## config.mk

```make
export PLATFORM = sky130hd
export DESIGN_NAME = ptm_monitor
export DESIGN_NICKNAME = d
export VERILOG_FILES = /design/src/ptm_pkg.sv /design/src/ptm_stall_if.sv /design/src/ptm_monitor.sv /design/src/ptm_stall_timer.sv /design/src/ptm_instruction_port_idle.sv
export SDC_FILE = /design/constraint.sdc
export NUM_CORES = 1
export LEC_CHECK = 0
export BUFFER_PORTS_ARGS = -buffer_cell sky130_fd_sc_hd__buf_2
export CORE_MARGIN = 2
export CORE_UTILIZATION = 54
export CTS_BUF_LIST = sky130_fd_sc_hd__clkbuf_2 sky130_fd_sc_hd__clkbuf_4 sky130_fd_sc_hd__clkbuf_8
export CTS_CLUSTER_SIZE = 8
export DETAILED_ROUTE_END_ITERATION = 6
export PLACE_DENSITY = 0.78
export REMOVE_ABC_BUFFERS = 1
export SETUP_SLACK_MARGIN = 0.1
export SLEW_MARGIN = 25
export SYNTH_ARGS = -nofsm -noshare
export SYNTH_HDL_FRONTEND = slang
export SYNTH_SLANG_ARGS = --single-unit
```

## constraint.sdc

```tcl
create_clock -name MCLK -period 2.6 [get_ports MCLK]
set_clock_uncertainty 0.1 [all_clocks]
set_input_delay 0.52 -clock MCLK [delete_from_list [all_inputs] [get_ports MCLK]]
set_output_delay 0.52 -clock MCLK [all_outputs]
set_load 0.03 [all_outputs]
```

## src/ptm_pkg.sv

```systemverilog
// Constants and types for the port stall time-out monitor
package ptm_pkg;
  localparam int AW = 16;
  localparam int DW = 16;
  // Register offsets
  localparam logic [15:0] XBERR_OFS = 16'h0102;
  localparam logic [15:0] DPERR_OFS = 16'h0202;
  localparam logic [15:0] IPERR_OFS = 16'h0302;
  localparam logic [15:0] SYSST_OFS = 16'h07FD;
  localparam logic [15:0] TOCTL_OFS = 16'h9000;
  localparam logic [15:0] IST_OFS   = 16'h9002;
  localparam logic [15:0] IMSK_OFS  = 16'h9004;
  localparam logic [15:0] IDCTL_OFS = 16'h9006;
  // Field positions
  localparam int FLAG_BIT  = 12;
  localparam int CWORK_BIT = 5;
  localparam int RSV4_BIT  = 4;
  localparam int PEN_BIT   = 0;
  localparam int EEN_BIT   = 1;
  localparam int IPI_BIT   = 0;
  localparam int IRQ_PTO   = 0;
  localparam int IRQ_ETO   = 1;
  localparam int IRQ_IDE   = 2;
  localparam int IRQ_W     = 3;
  // Reset values
  localparam logic       PEN_RST   = 1'b1;
  localparam logic       EEN_RST   = 1'b0;
  localparam logic       RSV4_RST  = 1'b0;
  localparam logic [9:0] SYS_HI_RV = 10'b1000001000;
  // Stall limit in CPU clock cycles
  localparam int         TO_CYC = 512;
  localparam int         CNT_W  = 10;
  typedef enum logic [1:0] {
    ST_RUN  = 2'b00,
    ST_ARM  = 2'b01,
    ST_IDLE = 2'b10
  } ptm_idle_type;
endpackage

```

## src/ptm_stall_if.sv

```systemverilog
// Handshake between the monitor and one stall timer
`timescale 1ns/100ps
interface ptm_stall_if;
  logic start;
  logic ack;
  logic en;
  logic hit;
  modport timer (input start, input ack, input en, output hit);
  modport owner (output start, output ack, output en, input hit);
endinterface

```

## src/ptm_monitor.sv

```systemverilog
// Port stall time-out monitor with error flags and interrupt
//
// Our own choice: strobed register access.
`timescale 1ns/100ps
module ptm_monitor (
  // Clock and reset
  input  wire logic        MCLK,
  input  wire logic        RSTN,
  // Register port
  input  wire logic [15:0] ADDR,
  input  wire logic [15:0] WDATA,
  input  wire logic        WR,
  input  wire logic        RD,
  output logic      [15:0] RDATA,
  // Peripheral access handshake
  input  wire logic        PE_START,
  input  wire logic        PE_DMA,
  input  wire logic        PE_ACK,
  // External memory access handshake
  input  wire logic        EM_START,
  input  wire logic        EM_INSTRUCTION_CACHE,
  input  wire logic        EM_ACK,
  // Cache and idle status
  input  wire logic        CACHE_OK,
  input  wire logic        IDLE_EXEC,
  input  wire logic        CPU_IDLE,
  input  wire logic        IC_PENDING,
  input  wire logic        WAKE,
  // Error delivery
  output logic             PE_TO_CPU,
  output logic             PE_TO_DMA,
  output logic             DMA_TO_SET,
  output logic             EM_TO,
  output logic             BUS_ERR,
  // Instruction port state
  output logic             IP_IDLE,
  output logic             IP_ACCEPT,
  // Interrupt
  output logic             IRQ
);
  logic [1:0]               rs_r;
  logic                     rst_n;
  logic                     pen_r;
  logic                     een_r;
  logic                     rsv4_r;
  logic                     cwork_r;
  logic                     ipi_r;
  logic                     dperr_r;
  logic                     iperr_r;
  logic                     xberr_r;
  logic                     pe_dma_r;
  logic                     em_ic_r;
  logic [ptm_pkg::IRQ_W-1:0] ist_r;
  logic [ptm_pkg::IRQ_W-1:0] imsk_r;
  logic [ptm_pkg::IRQ_W-1:0] ist_nxt;
  logic [ptm_pkg::IRQ_W-1:0] evt;
  logic [15:0]              rd_nxt;
  logic                     idle_err;
  logic                     ip_idle_w;
  logic                     ip_acc_w;

  ptm_stall_if pe_if ();
  ptm_stall_if em_if ();

  // Address compare
  function automatic logic sel(input logic [15:0] a,
                               input logic [15:0] ofs);
    sel = (a == ofs);
  endfunction

  // Reset release through two flops
  always_ff @(posedge MCLK or negedge RSTN) begin
    if (!RSTN) begin
      rs_r <= 2'b00;
    end else begin
      rs_r <= {rs_r[0], 1'b1};
    end
  end
  assign rst_n = rs_r[1];

  // Address decode
  wire s_xb = sel(ADDR, ptm_pkg::XBERR_OFS);
  wire s_dp = sel(ADDR, ptm_pkg::DPERR_OFS);
  wire s_ip = sel(ADDR, ptm_pkg::IPERR_OFS);
  wire s_sy = sel(ADDR, ptm_pkg::SYSST_OFS);
  wire s_to = sel(ADDR, ptm_pkg::TOCTL_OFS);
  wire s_is = sel(ADDR, ptm_pkg::IST_OFS);
  wire s_im = sel(ADDR, ptm_pkg::IMSK_OFS);
  wire s_id = sel(ADDR, ptm_pkg::IDCTL_OFS);
  wire w_sy = WR && s_sy;
  wire w_to = WR && s_to;
  wire w_is = WR && s_is;
  wire w_im = WR && s_im;
  wire w_id = WR && s_id;

  // Timer hookup
  assign pe_if.start = PE_START;
  assign pe_if.ack   = PE_ACK;
  assign pe_if.en    = pen_r;
  assign em_if.start = EM_START;
  assign em_if.ack   = EM_ACK;
  assign em_if.en    = een_r;

  ptm_stall_timer u_pe_tmr (
    .clk   (MCLK),
    .rst_n (rst_n),
    .sif   (pe_if.timer)
  );

  ptm_stall_timer u_em_tmr (
    .clk   (MCLK),
    .rst_n (rst_n),
    .sif   (em_if.timer)
  );

  ptm_instruction_port_idle u_idle (
    .clk        (MCLK),
    .rst_n      (rst_n),
    .idle_bit   (ipi_r),
    .idle_exec  (IDLE_EXEC),
    .cpu_idle   (CPU_IDLE),
    .ic_pending (IC_PENDING),
    .wake       (WAKE),
    .idle       (ip_idle_w),
    .accept     (ip_acc_w),
    .bus_error_interrupt       (idle_err)
  );

  // Requester capture at access start
  always_ff @(posedge MCLK or negedge rst_n) begin
    if (!rst_n) begin
      pe_dma_r <= 1'b0;
      em_ic_r  <= 1'b0;
    end else begin
      pe_dma_r <= PE_START ? PE_DMA : pe_dma_r;
      em_ic_r  <= EM_START ? EM_INSTRUCTION_CACHE : em_ic_r;
    end
  end

  // Control registers
  always_ff @(posedge MCLK or negedge rst_n) begin
    if (!rst_n) begin
      pen_r  <= ptm_pkg::PEN_RST;
      een_r  <= ptm_pkg::EEN_RST;
      rsv4_r <= ptm_pkg::RSV4_RST;
      ipi_r  <= 1'b0;
      imsk_r <= '0;
    end else begin
      if (w_to) begin
        pen_r <= WDATA[ptm_pkg::PEN_BIT];
        een_r <= WDATA[ptm_pkg::EEN_BIT];
      end
      if (w_sy) begin
        rsv4_r <= WDATA[ptm_pkg::RSV4_BIT];
      end
      if (w_id) begin
        ipi_r <= WDATA[ptm_pkg::IPI_BIT];
      end
      if (w_im) begin
        imsk_r <= WDATA[ptm_pkg::IRQ_W-1:0];
      end
    end
  end

  // Cache state sample
  always_ff @(posedge MCLK or negedge rst_n) begin
    if (!rst_n) begin
      cwork_r <= 1'b0;
    end else begin
      cwork_r <= CACHE_OK;
    end
  end

  // Sticky error flags, cleared by reset only
  always_ff @(posedge MCLK or negedge rst_n) begin
    if (!rst_n) begin
      dperr_r <= 1'b0;
      iperr_r <= 1'b0;
      xberr_r <= 1'b0;
    end else begin
      dperr_r <= dperr_r || em_if.hit;
      iperr_r <= iperr_r || (em_if.hit && em_ic_r);
      xberr_r <= xberr_r || pe_if.hit;
    end
  end

  // Interrupt status, set wins over write-one clear
  assign evt[ptm_pkg::IRQ_PTO] = pe_if.hit;
  assign evt[ptm_pkg::IRQ_ETO] = em_if.hit;
  assign evt[ptm_pkg::IRQ_IDE] = idle_err;
  assign ist_nxt = (ist_r & ~(w_is ? WDATA[ptm_pkg::IRQ_W-1:0]
                                   : '0)) | evt;

  always_ff @(posedge MCLK or negedge rst_n) begin
    if (!rst_n) begin
      ist_r <= '0;
      IRQ   <= 1'b0;
    end else begin
      ist_r <= ist_nxt;
      IRQ   <= |(ist_nxt & imsk_r);
    end
  end

  // Error delivery to requesters
  always_ff @(posedge MCLK or negedge rst_n) begin
    if (!rst_n) begin
      PE_TO_CPU  <= 1'b0;
      PE_TO_DMA  <= 1'b0;
      DMA_TO_SET <= 1'b0;
      EM_TO      <= 1'b0;
      BUS_ERR    <= 1'b0;
      IP_IDLE    <= 1'b0;
      IP_ACCEPT  <= 1'b1;
    end else begin
      PE_TO_CPU  <= pe_if.hit && !pe_dma_r;
      PE_TO_DMA  <= pe_if.hit && pe_dma_r;
      DMA_TO_SET <= pe_if.hit && pe_dma_r;
      EM_TO      <= em_if.hit;
      BUS_ERR    <= (pe_if.hit && !pe_dma_r) || idle_err;
      IP_IDLE    <= ip_idle_w;
      IP_ACCEPT  <= ip_acc_w;
    end
  end

  // Read data select, reserved bits zero except in the system status register
  always_comb begin
    rd_nxt = 16'h0000;
    if (s_xb) begin
      rd_nxt[ptm_pkg::FLAG_BIT] = xberr_r;
    end else if (s_dp) begin
      rd_nxt[ptm_pkg::FLAG_BIT] = dperr_r;
    end else if (s_ip) begin
      rd_nxt[ptm_pkg::FLAG_BIT] = iperr_r;
    end else if (s_sy) begin
      rd_nxt[15:6] = ptm_pkg::SYS_HI_RV;
      rd_nxt[ptm_pkg::CWORK_BIT] = cwork_r;
      rd_nxt[ptm_pkg::RSV4_BIT]  = rsv4_r;
    end else if (s_to) begin
      rd_nxt[ptm_pkg::PEN_BIT] = pen_r;
      rd_nxt[ptm_pkg::EEN_BIT] = een_r;
    end else if (s_is) begin
      rd_nxt[ptm_pkg::IRQ_W-1:0] = ist_r;
    end else if (s_im) begin
      rd_nxt[ptm_pkg::IRQ_W-1:0] = imsk_r;
    end else if (s_id) begin
      rd_nxt[ptm_pkg::IPI_BIT] = ipi_r;
    end
  end

  // Read data for one cycle after the strobe
  always_ff @(posedge MCLK or negedge rst_n) begin
    if (!rst_n) begin
      RDATA <= 16'h0000;
    end else begin
      RDATA <= RD ? rd_nxt : 16'h0000;
    end
  end

  // Checks
  AST_DP_SET: assert property (@(posedge MCLK) disable iff (!rst_n)
    em_if.hit |=> dperr_r && EM_TO)
    else $error("data port flag not set on time-out");

  AST_STICKY: assert property (@(posedge MCLK) disable iff (!rst_n)
    dperr_r && iperr_r |=> dperr_r && iperr_r)
    else $error("error flag dropped before reset");

  AST_IC_SET: assert property (@(posedge MCLK) disable iff (!rst_n)
    em_if.hit && em_ic_r |=> iperr_r)
    else $error("fetch flag not set on cache time-out");

  AST_EM_GATE: assert property (@(posedge MCLK) disable iff (!rst_n)
    $rose(dperr_r) |-> $past(een_r, 2))
    else $error("memory time-out while disabled");

  AST_PE_GATE: assert property (@(posedge MCLK) disable iff (!rst_n)
    $rose(xberr_r) |-> $past(pen_r, 2))
    else $error("peripheral time-out while disabled");

  AST_CPU_BUS_ERROR_INTERRUPT: assert property (@(posedge MCLK) disable iff (!rst_n)
    pe_if.hit && !pe_dma_r |=> BUS_ERR && PE_TO_CPU && !PE_TO_DMA)
    else $error("cpu time-out gave no bus error");

  AST_DMA_TO: assert property (@(posedge MCLK) disable iff (!rst_n)
    pe_if.hit && pe_dma_r |=> DMA_TO_SET && ist_r[ptm_pkg::IRQ_PTO])
    else $error("dma time-out not flagged");

  AST_IDLE_ERR: assert property (@(posedge MCLK) disable iff (!rst_n)
    idle_err |=> BUS_ERR && ist_r[ptm_pkg::IRQ_IDE])
    else $error("idle entry error not raised");

  AST_NO_ACC: assert property (@(posedge MCLK) disable iff (!rst_n)
    IP_IDLE |-> !IP_ACCEPT)
    else $error("idle port still accepting");

  AST_CWORK: assert property (@(posedge MCLK) disable iff (!rst_n)
    RD && s_sy |=> RDATA[ptm_pkg::CWORK_BIT] == $past(CACHE_OK, 2))
    else $error("cache working bit wrong");

  AST_RSV: assert property (@(posedge MCLK) disable iff (!rst_n)
    RD && (s_dp || s_ip || s_to) |=> RDATA[15:13] == 3'h0
      && RDATA[11:2] == 10'h000)
    else $error("reserved bits not zero");

  AST_IRQ_LVL: assert property (@(posedge MCLK) disable iff (!rst_n)
    !w_im |=> IRQ == |(ist_r & imsk_r))
    else $error("interrupt level wrong");

  AST_IST_SET: assert property (@(posedge MCLK) disable iff (!rst_n)
    (|evt) |=> (ist_r & $past(evt)) == $past(evt))
    else $error("status bit lost its event");

  AST_PE_ACK: assert property (@(posedge MCLK) disable iff (!rst_n)
    PE_ACK && !PE_START |=> !pe_if.hit)
    else $error("peripheral time-out after acknowledge");

  AST_EM_ACK: assert property (@(posedge MCLK) disable iff (!rst_n)
    EM_ACK && !EM_START |=> !em_if.hit)
    else $error("memory time-out after acknowledge");

  AST_PE_OFF: assert property (@(posedge MCLK) disable iff (!rst_n)
    !pen_r |=> !pe_if.hit)
    else $error("peripheral time-out while off");

  AST_EM_OFF: assert property (@(posedge MCLK) disable iff (!rst_n)
    !een_r |=> !em_if.hit)
    else $error("memory time-out while off");

  AST_TO_PULSE: assert property (@(posedge MCLK) disable iff (!rst_n)
    PE_TO_CPU || PE_TO_DMA |=> !PE_TO_CPU && !PE_TO_DMA)
    else $error("time-out pulse longer than one cycle");

  AST_WAKE: assert property (@(posedge MCLK) disable iff (!rst_n)
    IP_IDLE && WAKE |=> ##1 IP_ACCEPT)
    else $error("port not accepting after wake");

  COV_PE_CPU: cover property (@(posedge MCLK) disable iff (!rst_n)
    PE_TO_CPU);
  COV_PE_DMA: cover property (@(posedge MCLK) disable iff (!rst_n)
    DMA_TO_SET);
  COV_EM_IC: cover property (@(posedge MCLK) disable iff (!rst_n)
    $rose(iperr_r));
  COV_IDLE: cover property (@(posedge MCLK) disable iff (!rst_n)
    $rose(IP_IDLE));
endmodule

```

## src/ptm_stall_timer.sv

```systemverilog
// Stall counter that flags an access left unanswered too long
`timescale 1ns/100ps
module ptm_stall_timer (
  // Clock and reset
  input  wire logic clk,
  input  wire logic rst_n,
  // Access handshake
  ptm_stall_if.timer sif
);
  logic                       busy_r;
  logic [ptm_pkg::CNT_W-1:0]  cnt_r;
  logic                       hit_r;
  wire  last = (cnt_r == ptm_pkg::CNT_W'(ptm_pkg::TO_CYC - 1));

  // Restart on start, stop on ack, fire at the limit
  always_ff @(posedge clk or negedge rst_n) begin
    if (!rst_n) begin
      busy_r <= 1'b0;
      cnt_r  <= '0;
      hit_r  <= 1'b0;
    end else if (sif.start) begin
      busy_r <= 1'b1;
      cnt_r  <= '0;
      hit_r  <= 1'b0;
    end else begin
      busy_r <= busy_r && !sif.ack && !last;
      cnt_r  <= busy_r ? cnt_r + 1'b1 : cnt_r;
      hit_r  <= busy_r && !sif.ack && last && sif.en;
    end
  end
  assign sif.hit = hit_r;

  AST_RESTART: assert property (@(posedge clk) disable iff (!rst_n)
    sif.start |=> busy_r && cnt_r == '0)
    else $error("stall count did not restart");
endmodule

```

## src/ptm_instruction_port_idle.sv

```systemverilog
// Instruction port idle sequencing
`timescale 1ns/100ps
module ptm_instruction_port_idle (
  // Clock and reset
  input  wire logic clk,
  input  wire logic rst_n,
  // Control
  input  wire logic idle_bit,
  input  wire logic idle_exec,
  input  wire logic cpu_idle,
  input  wire logic ic_pending,
  input  wire logic wake,
  // Status
  output logic      idle,
  output logic      accept,
  output logic      bus_error_interrupt
);
  ptm_pkg::ptm_idle_type st_r;
  ptm_pkg::ptm_idle_type st_nxt;
  wire go = idle_exec && idle_bit;

  // Next state
  always_comb begin
    st_nxt = st_r;
    case (st_r)
      ptm_pkg::ST_RUN:  if (go) st_nxt = ptm_pkg::ST_ARM;
      ptm_pkg::ST_ARM:  if (wake) begin
        st_nxt = ptm_pkg::ST_RUN;
      end else if (!ic_pending) begin
        st_nxt = ptm_pkg::ST_IDLE;
      end
      ptm_pkg::ST_IDLE: if (wake) st_nxt = ptm_pkg::ST_RUN;
      default:          st_nxt = ptm_pkg::ST_RUN;
    endcase
  end

  // State and outputs
  always_ff @(posedge clk or negedge rst_n) begin
    if (!rst_n) begin
      st_r   <= ptm_pkg::ST_RUN;
      idle   <= 1'b0;
      accept <= 1'b1;
      bus_error_interrupt   <= 1'b0;
    end else begin
      st_r   <= st_nxt;
      idle   <= (st_nxt == ptm_pkg::ST_IDLE);
      accept <= (st_nxt != ptm_pkg::ST_IDLE);
      bus_error_interrupt   <= (st_r == ptm_pkg::ST_RUN) && go && !cpu_idle;
    end
  end
endmodule

```

# Word-level counts from Yosys, hierarchy flattened
# Index checks and enable logic that the tools add are counted.
[classes]
reduce_logical = 33
mux = 35
n_addsub = 2
n_bitwise = 4
eq_ne = 14
[op_table]
columns = ["cell", "n"]
rows = [
  ["equality test 16 bit, second input constant", 4],
  ["two-way mux 10 bit", 4],
  ["equality test 16 x 10 -> 1 bit, second input constant", 2],
  ["two-way mux 3 bit", 9],
  ["two-way mux 8 bit", 3],
  ["adder 10 x 1 -> 10 bit, second input constant", 2],
  ["equality test 10 x 9 -> 1 bit, second input constant", 2],
  ["logical AND 1 bit", 19],
  ["equality test 16 x 11 -> 1 bit, second input constant", 1],
  ["equality test 16 x 9 -> 1 bit, second input constant", 1],
  ["two-way mux 16 bit", 1],
  ["two-way mux 12 bit", 1],
  ["two-way mux 2 bit", 6],
  ["two-way mux 1 bit", 10],
  ["bitwise AND 3 bit", 2],
  ["logical NOT 1 bit", 6],
  ["one-hot mux 2 bit (3 select lines)", 1],
  ["equality test 2 bit, second input constant", 2],
  ["logical OR 1 bit", 4],
  ["nonzero test 2 bit", 2],
  ["NOT 3 bit", 1],
  ["OR 3 bit", 1],
  ["OR reduction 3 bit", 1],
  ["equality test 2 x 1 -> 1 bit, second input constant", 1],
  ["2 further kinds", 2],
]
[totals]
ff_bits = 70
inputBits = 47
output_inout_bits = 24

# Longest topological paths before layout
# Gate-level depths: netlist of run 1.
[logic_depth]
ltp_word = 10
depth_mapped = 5
depth_no_buf = 5

# Cells and area by module
# From an unflattened synthesis of run 1, not the netlist that was laid out.
[unflattened]
hier_cells = 246
area_unflattened_um2 = 2758.9
[modules_own_cells]
columns = ["module", "area_per_inst_um2", "cells_per_inst", "instances", "seq_area_each_um2"]
rows = [
  ["ptm_monitor", 1393.8, 118, 1, 803.3],
  ["ptm_stall_timer", 586.8, 57, 2, 300.3],
  ["ptm_instruction_port_idle", 191.4, 14, 1, 126.4],
]

# Worst setup path before layout of run 1
# OpenSTA, ideal clock, no wires.
[synth_timing]
path_type = "input port to flip-flop"
from = "input port ADDR[9]"
to = "register imsk_r[0] in the netlist's numbering"
setup_slack_ps = 724
stages = 5
arrival_time_ps = 1651
setup_time_ps = 125
cell_sequence = "nor4bb_1 and4_1 buf_6 and2b_2 mux2_2"
[synth_between]
elab_chain_len = 2
[synth_lines]
columns = ["element", "line", "text"]
rows = [
  ["start: declaration", "ptm_monitor.sv:10", "input wire logic [15:0] ADDR,"],
  ["equality test 16 bit", "ptm_monitor.sv:68", "sel = (a == ofs);"],
  ["logical AND 1 bit", "ptm_monitor.sv:93", "wire w_im = WR && s_im;"],
  ["end signal: assignment", "ptm_monitor.sv:160", "imsk_r <= WDATA[ptm_pkg::IRQ_W-1:0];"],
  ["end: declaration", "ptm_monitor.sv:54", "logic [ptm_pkg::IRQ_W-1:0] imsk_r;"],
]
# Every way passes these cells.
# A chain may end at the register's enable or synchronous reset.

# Worst setup path in the final report of run 1
[layout_timing]
from = "input port ADDR[9]"
to = "register imsk_r[2] in the netlist's numbering"
# The elaborated chain is that of the path after synthesis.

==> results summary, run 1 <==
The tree is rooted in a sky130_fd_sc_hd__clkbuf_8. The number of buffers between clock root and the deepest sink is 2. The initial standard-cell utilization of the core is 0.568.

The worst ir drop on vdd is 408 uV. The analysis attributes to cell leakage a power of between 0.0015 and 0.002 uW. The utilization of the core after routing came out at 0.664. The average wire per standard cell is 12.9 um. The ratio of final minimum period to clock period came out at 0.731. The clock latency on the worst-skew pair came out at 0.34 ns. Entering global routing, the biggest net connects 25 pins. The sum of internal, switching and leakage power is 1860 uW. The antenna violation net count after detailed routing is 0. Setup repair after global routing left no endpoint under its margin. The sequential share of the synthesized area is 0.563. For the final routed database, the setup TNS stands at 0 ns. The routability congestion estimate came out at between 0.8 and 0.9. The total detailed-routing wirelength is ~4800 um.

Across every metal layer, demand over resource in global routing totals 0.196. For this design, the slowest cell found on the critical path is sky130_fd_sc_hd__and4_1. The hold slack is roughly 0.14 ns.

The number of global-route vias before repair is 1799. The synthesized flop and latch total came out at 61. The post-synthesis area per instance is 11.0 um^2. The run finished with clean final reports. The site row count is 25. In this run, post-CTS repair resized a total of 0 instances. The die is 74.9 um wide. Buffers placed on the I/O ports in this run total 50.

The CTS tree is yes. The worst setup path is captured at a flop. Yosys printed 0 warnings.

In this run the count of I/O pins placed on the die edge is 71. The critical path startpoint is ADDR[9]. The total of hold buffers inserted after clock tree synthesis is 1. The hold violation count in the final report came to 0.

In this run the worst path has a maximum fanout of 8. The final-stage net count is 350. For this run, global-route usage on met3 was measured as 0.0843.

Synthesis produced a netlist whose cell count is 246. The per-cell via count in the routed design came out at 5.13. Walking the worst path, the cells encountered are buf_2, nor4bb_1, and4_1, and2b_2, mux2_2. For flop-to-flop paths, the worst setup slack is 0.98 ns.

The final routed DRC violation total is 0. The summed instance area of the synthesized netlist came out at 0.00272 mm^2. For the pin with the worst max-slew slack, the measured transition is 0.654 ns. For this design the ratio of total power to cell area is 586 mW/mm^2. The number of filler instances in the final layout came out at 395. The share of flip-flops with an asynchronous set or reset after synthesis came out at 1.00. The routing usage on met1 came out at 0.250. The first-pass iteration count of the detailed router is 4. The source of the worst register-to-register timing path is u_pe_tmr.cnt_r[5]. Buffers added to address setup during post-CTS repair amount to 0. The growth of design area from synthesis to finish is 17.0%. The clock buffer count from CTS is 9. The final critical-path required period came out at 1.90 ns. For the worst setup path, the data arrival time is 2.03 ns.

The critical path is of the primary input to flop type. Across all layers, the routed design uses between 1500 and 2000 vias. The met2 usage in global routing is 0.303. For this design, the sink count on the clock tree is between 60 and 70. For this run, the leading register cell type out of synthesis is sky130_fd_sc_hd__dfrtp_1. The number of maximum-capacitance constraint violations is 0. The total core area came out at 0.00479 mm^2.

The clock-pin slew on the worst setup and hold paths came out at approximately 0.070 ns. The critical path endpoint is imsk_r[2]. At the worst endpoint, the required time is 2.73 ns. The number of max-slew violations in the final report is 0. The die covers 0.00561 mm^2.

The die extent in y came out at 74.9 um. The number of distinct standard cells referenced by the synthesized netlist is 44. The number of H-tree levels came out at 3. Summed over all nets, the half-perimeter wirelength after detailed placement is 3500 um. The number of flops mapped to enable cells by yosys is 0. The busiest metal layer after global routing is met2. STA classifies the critical path startpoint as a primary input.

The final setup violation count came out at 0. The antenna diode count came out at 0. The tightest min-delay check is of the flop to async pin type. The aggregate global routing overflow came out at 0. The first-pass GRT wire length is 8050 um. For this run, the slowest stage of the critical path takes 0.47 ns.

The number of DRC markers in iteration 0 came out at 141. The initial antenna violation count is 0. Derived from the worst setup path, the maximum achievable clock frequency is 526 MHz. The depth of the worst register-to-register path came out at 3.

In this run the critical register-to-register path is captured at u_pe_tmr.busy_r. The ratio of cells with drive above 1 in the final layout came out at 0.294. The worst max-slew margin expressed relative to the limit came out at 0.563.
## layout make-up
| cell class | count | area (um^2) | area share |
|---|---|---|---|
| Sequential cell | 61 | 1530 | 0.482 |
| Clock inverter | 4 | 22.5 | 0.00709 |
| Clock buffer | 12 | 159 | 0.0500 |
| Tap cell | 67 | 83.8 | 0.0264 |
| Timing Repair Buffer | 53 | 275 | 0.0866 |
| Inverter | 11 | 41.3 | 0.0130 |
| Multi-Input combinational cell | 165 | 1060 | 0.335 |
## worst min-delay path by stage
stage	endpoint	from	cells after the start
finish	u_em_tmr.sif.hit	rs_r[1]	0
global route	cwork_r	CACHE_OK	1
detailed placement	u_em_tmr.sif.hit	rs_r[1]	0
floorplan	rs_r[0]	RSTN	0
global placement	imsk_r[1]	rs_r[1]	0
CTS	u_em_tmr.cnt_r[8]	rs_r[1]	0
## cells by family after synthesis
logic type               after synthesis  share of synthesized area
AND/OR/NAND/NOR                      102                      0.200
flip-flops                            61                      0.563
other                                  2                    0.00276
AO/OA/AOI/OAI                         22                     0.0576
buffers and inverters                 27                     0.0543
XOR/XNOR                              15                     0.0484
adder cells (fa/ha/maj)                2                    0.00921
multiplexers                          15                     0.0645
## worst max-delay path, delay by kind of cell
family                 cells  cell delay [ns]
AND/OR/NAND/NOR            3             1.05
multiplexers               1             0.34
buffers and inverters      1             0.12
## power breakdown
part / switching (uW) / internal, uW / leakage [uW]
sequential: 26.2 / 967 / 0.000814
clock: 350 / 403 / 0.0000956
combinational: 69.9 / 47.5 / 0.000631
## layer usage
| metal | share of wire | wire [um] | vias up |
|---|---|---|---|
| met2 | 0.49 | 2360 | 49 |
| li1 | - | - | 940 |
| met1 | 0.45 | 2180 | 918 |
| met3 | 0.046 | 222 | 5 |
| met4 | 0.0090 | 43 | 0 |
| met5 | 0 | 0 | - |
## stage by stage
step | std cells | worst slack (ns) | instance area, um^2
finish | 373 | 0.699 | 3180
floorplan | 237 | 0.655 | 2640
CTS | 373 | 0.736 | 3180
detailed placement | 356 | 0.371 | 2990
global placement | 356 | 0.365 | 2990
global route | 373 | 0.658 | 3180
## flip-flops by register name, summed over array words and instances, names as in the netlist, 2 cells and up
register / count
rs_r: 2
u_pe_tmr.cnt_r: 10
ist_r: 3
imsk_r: 3
u_em_tmr.cnt_r: 10
RDATA: 7
u_idle.st_r: 2
## placed cells by master (no fill, tap or decap), types with 4 or more instances in the layout
| cell type | Yosys | final |
|---|---|---|
| sky130_fd_sc_hd__nand2_1 | 13 | 13 |
| sky130_fd_sc_hd__nor2_1 | 32 | 32 |
| sky130_fd_sc_hd__xnor2_1 | 10 | 10 |
| sky130_fd_sc_hd__inv_1 | 11 | 11 |
| sky130_fd_sc_hd__conb_1 | 2 | 9 |
| sky130_fd_sc_hd__mux2i_1 | 4 | 4 |
| sky130_fd_sc_hd__nor3_1 | 9 | 9 |
| sky130_fd_sc_hd__mux2_2 | 9 | 9 |
| sky130_fd_sc_hd__dfrtp_1 | 58 | 57 |
| sky130_fd_sc_hd__nand3_1 | 8 | 8 |
| sky130_fd_sc_hd__a21oi_1 | 6 | 6 |
| sky130_fd_sc_hd__clkbuf_8 | 0 | 11 |
| sky130_fd_sc_hd__o21ai_0 | 5 | 5 |
| sky130_fd_sc_hd__nand4_1 | 10 | 10 |
| sky130_fd_sc_hd__xor2_1 | 5 | 5 |
| sky130_fd_sc_hd__nor2b_1 | 6 | 6 |
| sky130_fd_sc_hd__buf_2 | 1 | 50 |
## synth_stat cells, types with 5 or more instances
master / n / area (um^2)
sky130_fd_sc_hd__mux2_2: 9 / 101
sky130_fd_sc_hd__xnor2_1: 10 / 87.6
sky130_fd_sc_hd__a21oi_1: 6 / 30.0
sky130_fd_sc_hd__buf_4: 10 / 75.1
sky130_fd_sc_hd__dfrtp_1: 58 / 1450
sky130_fd_sc_hd__nand3_1: 8 / 40.0
sky130_fd_sc_hd__nand2_1: 13 / 48.8
sky130_fd_sc_hd__nor2b_1: 6 / 37.5
sky130_fd_sc_hd__inv_1: 11 / 41.3
sky130_fd_sc_hd__o21ai_0: 5 / 25.0
sky130_fd_sc_hd__xor2_1: 5 / 43.8
sky130_fd_sc_hd__nor2_1: 32 / 120
sky130_fd_sc_hd__nor3_1: 9 / 45.0
sky130_fd_sc_hd__nand4_1: 10 / 62.6
No activity file was read; power rests on OpenSTA's default activity.
==> run 2, diff against run 1 <==
==> constraint.sdc (replaced) <==
create_clock -name MCLK -period 2 [get_ports MCLK]
set_clock_uncertainty 0.1 [all_clocks]
set_input_delay 0.4 -clock MCLK [delete_from_list [all_inputs] [get_ports MCLK]]
set_output_delay 0.4 -clock MCLK [all_outputs]
set_load 0.03 [all_outputs]
==> run 2 against run 1 <==
First-iteration DRC count shrank 30%. Sequential power rose by 30%. Critical endpoint is now u_pe_tmr.busy_r. Non-clock buffer count rose by 2. Sequential share of layout area down 0.62 points.
==> results summary, run 2 (same netlist as run 1, synthesis figures left out) <==
The average wire per standard cell is 12.6 um. STA classifies the critical path endpoint as a flop. In the routed layout, each cell is associated on average with a via count of 5.12. The routed design has around 4700 um of wire. The top cell types in the final layout, fill and taps aside, are 57 x sky130_fd_sc_hd__dfrtp_1, 50 x sky130_fd_sc_hd__buf_2, 32 x sky130_fd_sc_hd__nor2_1.

Walking the worst path, the cells encountered are nand4_1, or4_1, a31o_2. The floorplan has 25 rows. The worst slack after detailed placement came out at 0.0840 ns. The worst setup margin is 0.399 ns. Before antenna repair, the detailed router went through 4 iterations. The count of buffers added on input and output ports is 50. TritonCTS built the clock tree.

The total core area is 0.00479 mm^2. The aggregate global routing overflow came out at 0. The number of setup buffers added after CTS came out at 0. The post-CTS resize count is 0. The first routing iteration left 99 violations.

The number of maximum-capacitance constraint violations came out at 0. The initial utilization of the core area, before any placement, comes to 0.568. The tightest min-delay check is of the flop to async pin type.

The number of buffers between clock root and the deepest sink is 2. On the critical path, the stage with the largest delay is an instance of sky130_fd_sc_hd__or4_1. The tree is rooted in a sky130_fd_sc_hd__clkbuf_8. The half-perimeter wire length after placement is 3440 um. The die boundary width is 74.9 um.

Across every metal layer, demand over resource in global routing totals 0.190. The total of hold buffers inserted after clock tree synthesis is 1. The type of origin of the critical path is a flop. From bottom edge to top edge, the die measures approximately 75 um. The total power divided by cell area is 780 mW/mm^2. Setup repair after global routing left no endpoint under its margin. The number of max-slew violations in the final report is 0.

The flow ran to the end, and the final reports show no timing, DRC or antenna violations. For this design the static power due to leakage is 0.00156 uW. Routability-driven placement finished with a final weighted congestion of 0.844. The maximum clock rate is roughly 620 MHz.

After detailed routing, the number of remaining DRC violations is 0. Compared with the post-synthesis result, the final layout area differs by 18.5%. The detailed-route via count is approximately 1900. After clock tree synthesis, the clock-pin slew on the worst setup and hold paths is 0.07 ns. The required arrival time at the worst endpoint came out at 2.13 ns.

The later pin in the worst-skew pair is clocked with a latency of 0.34 ns. In the final layout, the share of cells above drive strength 1 is 0.299. The number of clock buffers added by TritonCTS is 9. The ratio of final minimum period to clock period is 0.800. The number of global-route vias before repair came out at 1745. The final critical-path required period came out at 1.60 ns. The final sum of negative setup slack came out at 0 ns.

The number of H-tree levels came out at 3. The final-stage net count came out at 352. The full die area came out at approximately 0.0056 mm^2. For flop-to-flop paths, the worst setup slack is 0.40 ns.

The number of primary I/O pins came out at 71. In this run the worst path has a maximum fanout of 4. Once detail routing completed, the nets flagged for antenna violations numbered 0.

The depth of the worst register-to-register path came out at 3. The start-to-end type of the worst setup path is flop to flop. Across the VDD grid, the largest voltage drop is a little under 700 uV.

For this run, the slowest stage of the critical path takes 0.54 ns. The antenna diode count came out at 0. The hold violation count in the final report came to 0. The worst register-to-register path begins at u_pe_tmr.cnt_r[5]. The maximum number of pins on one net before global-route repair came out at 47. The first-pass GRT wire length came out at 7740 um. The worst register-to-register path ends at u_pe_tmr.busy_r. The initial antenna violation count was 0.

Setup violations remaining at the end of the flow were counted as 0. The most common cell after layout, fill and taps aside is sky130_fd_sc_hd__dfrtp_1. The critical path data arrival time came out at around 1.7 ns.

In the final layout, the registers with the most flip-flops are u_em_tmr.cnt_r (10), u_pe_tmr.cnt_r (10), RDATA (7). CTS saw 61 sinks.
==> run 2: layout make-up <==
cell class / count / area (um^2)
flip-flops and latches: 61 / 1530
clock inverters: 6 / 63.8
well taps: 67 / 83.8
clock buffers: 10 / 131
inverters: 11 / 41.3
repair buffers: 55 / 303
multi-input cells: 165 / 1060
fillers: 384 / 1570
==> run 2: power by group <==
part	internal, uW	leakage, uW	total, uW	switching (uW)
Clock	586	0.0000957	1070	480
Sequential	1260	0.000814	1290	30.2
Combinational	64.9	0.000647	158	93.4
Total	1910	0.00156	2510	604
==> run 2: critical path: cells and delay by family, from the launching register on <==
kind             cells  cell delay (ns)
AO/OA/AOI/OAI        1             0.26
flip-flops           1             0.40
AND/OR/NAND/NOR      2             0.72
==> run 2: through the flow <==
step	cells	area [um^2]	util	power, uW	hold WS (ns)
after floorplan	237	2640	-	1390	0.00441
after global placement	358	3010	0.630	1460	0.0682
after detailed placement	358	3010	0.630	1470	0.0696
after CTS	375	3220	0.673	2540	0.0598
after global routing	375	3220	0.673	2620	0.0602
final	375	3220	0.673	2510	0.0617
==> run 2: per-layer routing <==
| layer | track usage | up-vias | routed length [um] |
|---|---|---|---|
| li1 | - | 945 | - |
| met2 | 0.288 | 44 | 2280 |
| met3 | 0.0803 | 8 | 281 |
| met5 | 0 | - | 0 |
| met4 | 0.0952 | 0 | 69 |
| met1 | 0.234 | 923 | 2100 |
==> run 2: worst max-delay path by stage <==
stage                 startpoint         endpoint  slack [ns]  cells after the start
2_1_floorplan            rs_r[1]          BUS_ERR        0.08                      0
3_3_place_gp             ADDR[9]              IRQ        0.08                      6
3_5_place_dp             ADDR[9]              IRQ        0.08                      6
4_1_cts        u_pe_tmr.cnt_r[0]  u_pe_tmr.busy_r        0.40                      4
5_1_grt                  ADDR[9]              IRQ        0.29                      6
6_report       u_pe_tmr.cnt_r[5]  u_pe_tmr.busy_r        0.40                      3
==> run 3, diff against run 2 <==
--- a/config.mk
+++ b/config.mk
@@ -7,11 +7,11 @@
 export LEC_CHECK = 0
 export BUFFER_PORTS_ARGS = -buffer_cell sky130_fd_sc_hd__buf_2
 export CORE_MARGIN = 2
-export CORE_UTILIZATION = 54
+export CORE_UTILIZATION = 49
 export CTS_BUF_LIST = sky130_fd_sc_hd__clkbuf_2 sky130_fd_sc_hd__clkbuf_4 sky130_fd_sc_hd__clkbuf_8
 export CTS_CLUSTER_SIZE = 8
 export DETAILED_ROUTE_END_ITERATION = 6
-export PLACE_DENSITY = 0.78
+export PLACE_DENSITY = 0.75
 export REMOVE_ABC_BUFFERS = 1
 export SETUP_SLACK_MARGIN = 0.1
 export SLEW_MARGIN = 25
==> constraint.sdc (replaced) <==
create_clock -name MCLK -period 1.4 [get_ports MCLK]
set_clock_uncertainty 0.1 [all_clocks]
set_input_delay 0.28 -clock MCLK [delete_from_list [all_inputs] [get_ports MCLK]]
set_output_delay 0.28 -clock MCLK [all_outputs]
set_load 0.03 [all_outputs]
==> run 3 against run 2 <==
The flow now finishes with violations (setup timing). Final area rose by 23%. Via count rose by 15%. Power rose by 44%. Largest cell class unchanged. Highest routed layer unchanged.
==> results summary, run 3 (same netlist as run 1, synthesis figures left out) <==
The flow ran to the end, but the final reports show violations. The checks that failed: setup timing. The depth of the worst register-to-register path came out at 4. The number of buffers between clock root and the deepest sink came out at 2. The maximum clock rate is 654 MHz. Across every metal layer, demand over resource in global routing totals 0.199.

The final critical-path required period is roughly 1.5 ns. The number of filler instances in the final layout came out at 374. Using the TritonRoute via totals, the vias-per-cell ratio works out to 5.08. The first routing iteration left 66 violations. The initial standard-cell utilization of the core is 0.499. The average wire per standard cell came out at 14.5 um. The total power divided by cell area came out at 913 mW/mm^2. The pre-antenna-repair detailed-routing pass consisted of 4 iterations. The total core area came out at 0.00544 mm^2.

The total detailed-routing wirelength came out at 6300 um. The final cell count without fillers is 434. The ratio of final minimum period to clock period came out at 1.09. The top cell types in the final layout, fill and taps aside, are 52 x sky130_fd_sc_hd__dfrtp_1, 52 x sky130_fd_sc_hd__buf_4, 42 x sky130_fd_sc_hd__buf_2. The most critical setup path has its endpoint at u_pe_tmr.busy_r. The type of origin of the critical path is a flop. The clock buffer count from CTS is 9.

The number of placed instances, taps included, is 392. The CTS tree is yes. The critical path startpoint is u_pe_tmr.cnt_r[0]. Detailed placement ended at an HPWL of ~3700 um. Entering global routing, the biggest net connects 38 pins.

In this run the register-to-register setup slack is -0.13 ns. The start-to-end type of the worst setup path is flop to flop. The routability congestion estimate is 0.796. VDD sags by at most 735 uV.

The site row count came out at 27. CTS built an H-tree with a depth of 3. The total number of clock tree sinks is 61.

The number of instances on the worst hold path came out at 2. The die is 78.5 um tall. The routed layout has 2205 vias. The largest registers in the layout are u_em_tmr.cnt_r (10), u_pe_tmr.cnt_r (10), RDATA (7). The number of global-route vias before repair is 1988.

The endpoint identified for the worst register-to-register timing path is u_pe_tmr.busy_r. The die covers 0.00616 mm^2. The slowest cell on the critical path is sky130_fd_sc_hd__or4_4. The total area of sequential cells is 0.00154 mm^2. The number of maximum-capacitance constraint violations came out at 0. The startpoint identified for the worst register-to-register timing path is u_pe_tmr.cnt_r[0].

The required arrival time at the worst endpoint came out at 1.52 ns. In the final layout, the share of cells above drive strength 1 is 0.494. In this run the worst hold path is classified as primary input to flop.

The antenna diode count came out at 0. The growth of design area from synthesis to finish came out at 45.5%. Setup repair after global routing could not meet its margin everywhere.

The multi-input combinational cells in the finished layout cover a total of approximately 0.0013 mm^2. The critical path data arrival time is ~1.7 ns. The number of port buffers is 50. The die boundary width is 78.5 um. The hold violation count in the final report is 0. The worst setup margin came out at -0.129 ns. The root buffer selected by CTS is sky130_fd_sc_hd__clkbuf_8. The signal on the critical path passes through ha_2, nand3_1, or4_4, a31o_2. The antenna violation net count after detailed routing is 0.

Along the worst path, the maximum fanout reaches 2. The initial antenna violation count is 0. The leakage power summed over all cells is 0.00197 uW. The endpoint type of the worst setup path is a flop. Clock-pin slew was measured on the worst setup and hold paths at 0.06 ns. Global routing finished with a remaining overflow of 0. For this run, the post-layout net count is roughly 410. The first global-routing pass estimated between 9000 and 10000 um of wire.

During I/O placement, the number of pins put on the boundary was 71. The clock latency on the worst-skew pair came out at 0.33 ns. The hold slack is 0.0324 ns. The final routed DRC violation total is 0. The final setup violation count is 7.

The number of max-slew violations in the final report came out at 0. The longest individual stage delay on the worst path is 0.43 ns.
-- run 3: cell count changes in the layout (fill, tap and decap cells not counted), moves of 5 or more --
cell                      change
sky130_fd_sc_hd__buf_4       +49
sky130_fd_sc_hd__buf_2        -8
sky130_fd_sc_hd__dfrtp_2      +5
sky130_fd_sc_hd__buf_6        +9
sky130_fd_sc_hd__mux2_4       +5
sky130_fd_sc_hd__nor3_1       -7
sky130_fd_sc_hd__dfrtp_1      -5
-- run 3: cell type report --
class,instances,area share
multi-input combinational,165,0.333
timing repair buffer,110,0.202
inverter,11,0.0104
tap,72,0.0228
clock inverter,2,0.00253
clock buffer,13,0.0405
sequential,61,0.389
-- run 3: how the worst min path moves through the flow --
| stage | startpoint | endpoint |
|---|---|---|
| 6_report | WAKE | u_idle.idle |
| 5_1_grt | WAKE | u_idle.idle |
| 4_1_cts | WAKE | u_idle.idle |
| 3_5_place_dp | RSTN | rs_r[0] |
| 3_3_place_gp | RSTN | rs_r[0] |
| 2_1_floorplan | RSTN | rs_r[0] |
-- run 3: what timing repair did --
| action | in CTS | in global routing |
|---|---|---|
| setup buffers | 5 | 19 |
| gates resized for setup | 31 | 46 |
| hold buffers | 3 | 0 |
| setup endpoints to repair | 20 | 27 |
| pin swaps | 13 | 30 |
| endpoints found under the hold margin | 4 | 0 |
-- run 3: critical path: cells and delay by family (launching register included) --
kind | cells | cell delay [ns]
DFF | 1 | 0.37
AOI/OAI and AO/OA | 1 | 0.26
and+or+nand+nor | 2 | 0.50
adders and majority gates | 1 | 0.18
-- run 3: report_power, final --
group,internal [uW],leakage [uW],switching (uW)
logic,205,0.00106,205
registers,1800,0.000808,30.6
clock network,735,0.0000935,635
-- run 3: through the flow --
stage,utilization,area (um^2),worst slack [ns],total power (uW),TNS [ns]
after global placement,0.595,3240,-0.379,2140,-4.45
final,0.726,3950,-0.129,3610,-0.360
after floorplan,-,2640,-0.519,1980,-31.38
after CTS,0.666,3620,-0.139,3550,-0.391
after global routing,0.726,3950,-0.186,3770,-1.01
after detailed placement,0.595,3240,-0.447,2150,-4.75
-- run 3: per-layer routing --
layer,vias up,track usage,routed length [um]
met5,-,0,0
met4,0,0.0456,131
met3,13,0.0839,353
met2,78,0.316,3310
met1,1060,0.255,2510
li1,1054,-,-
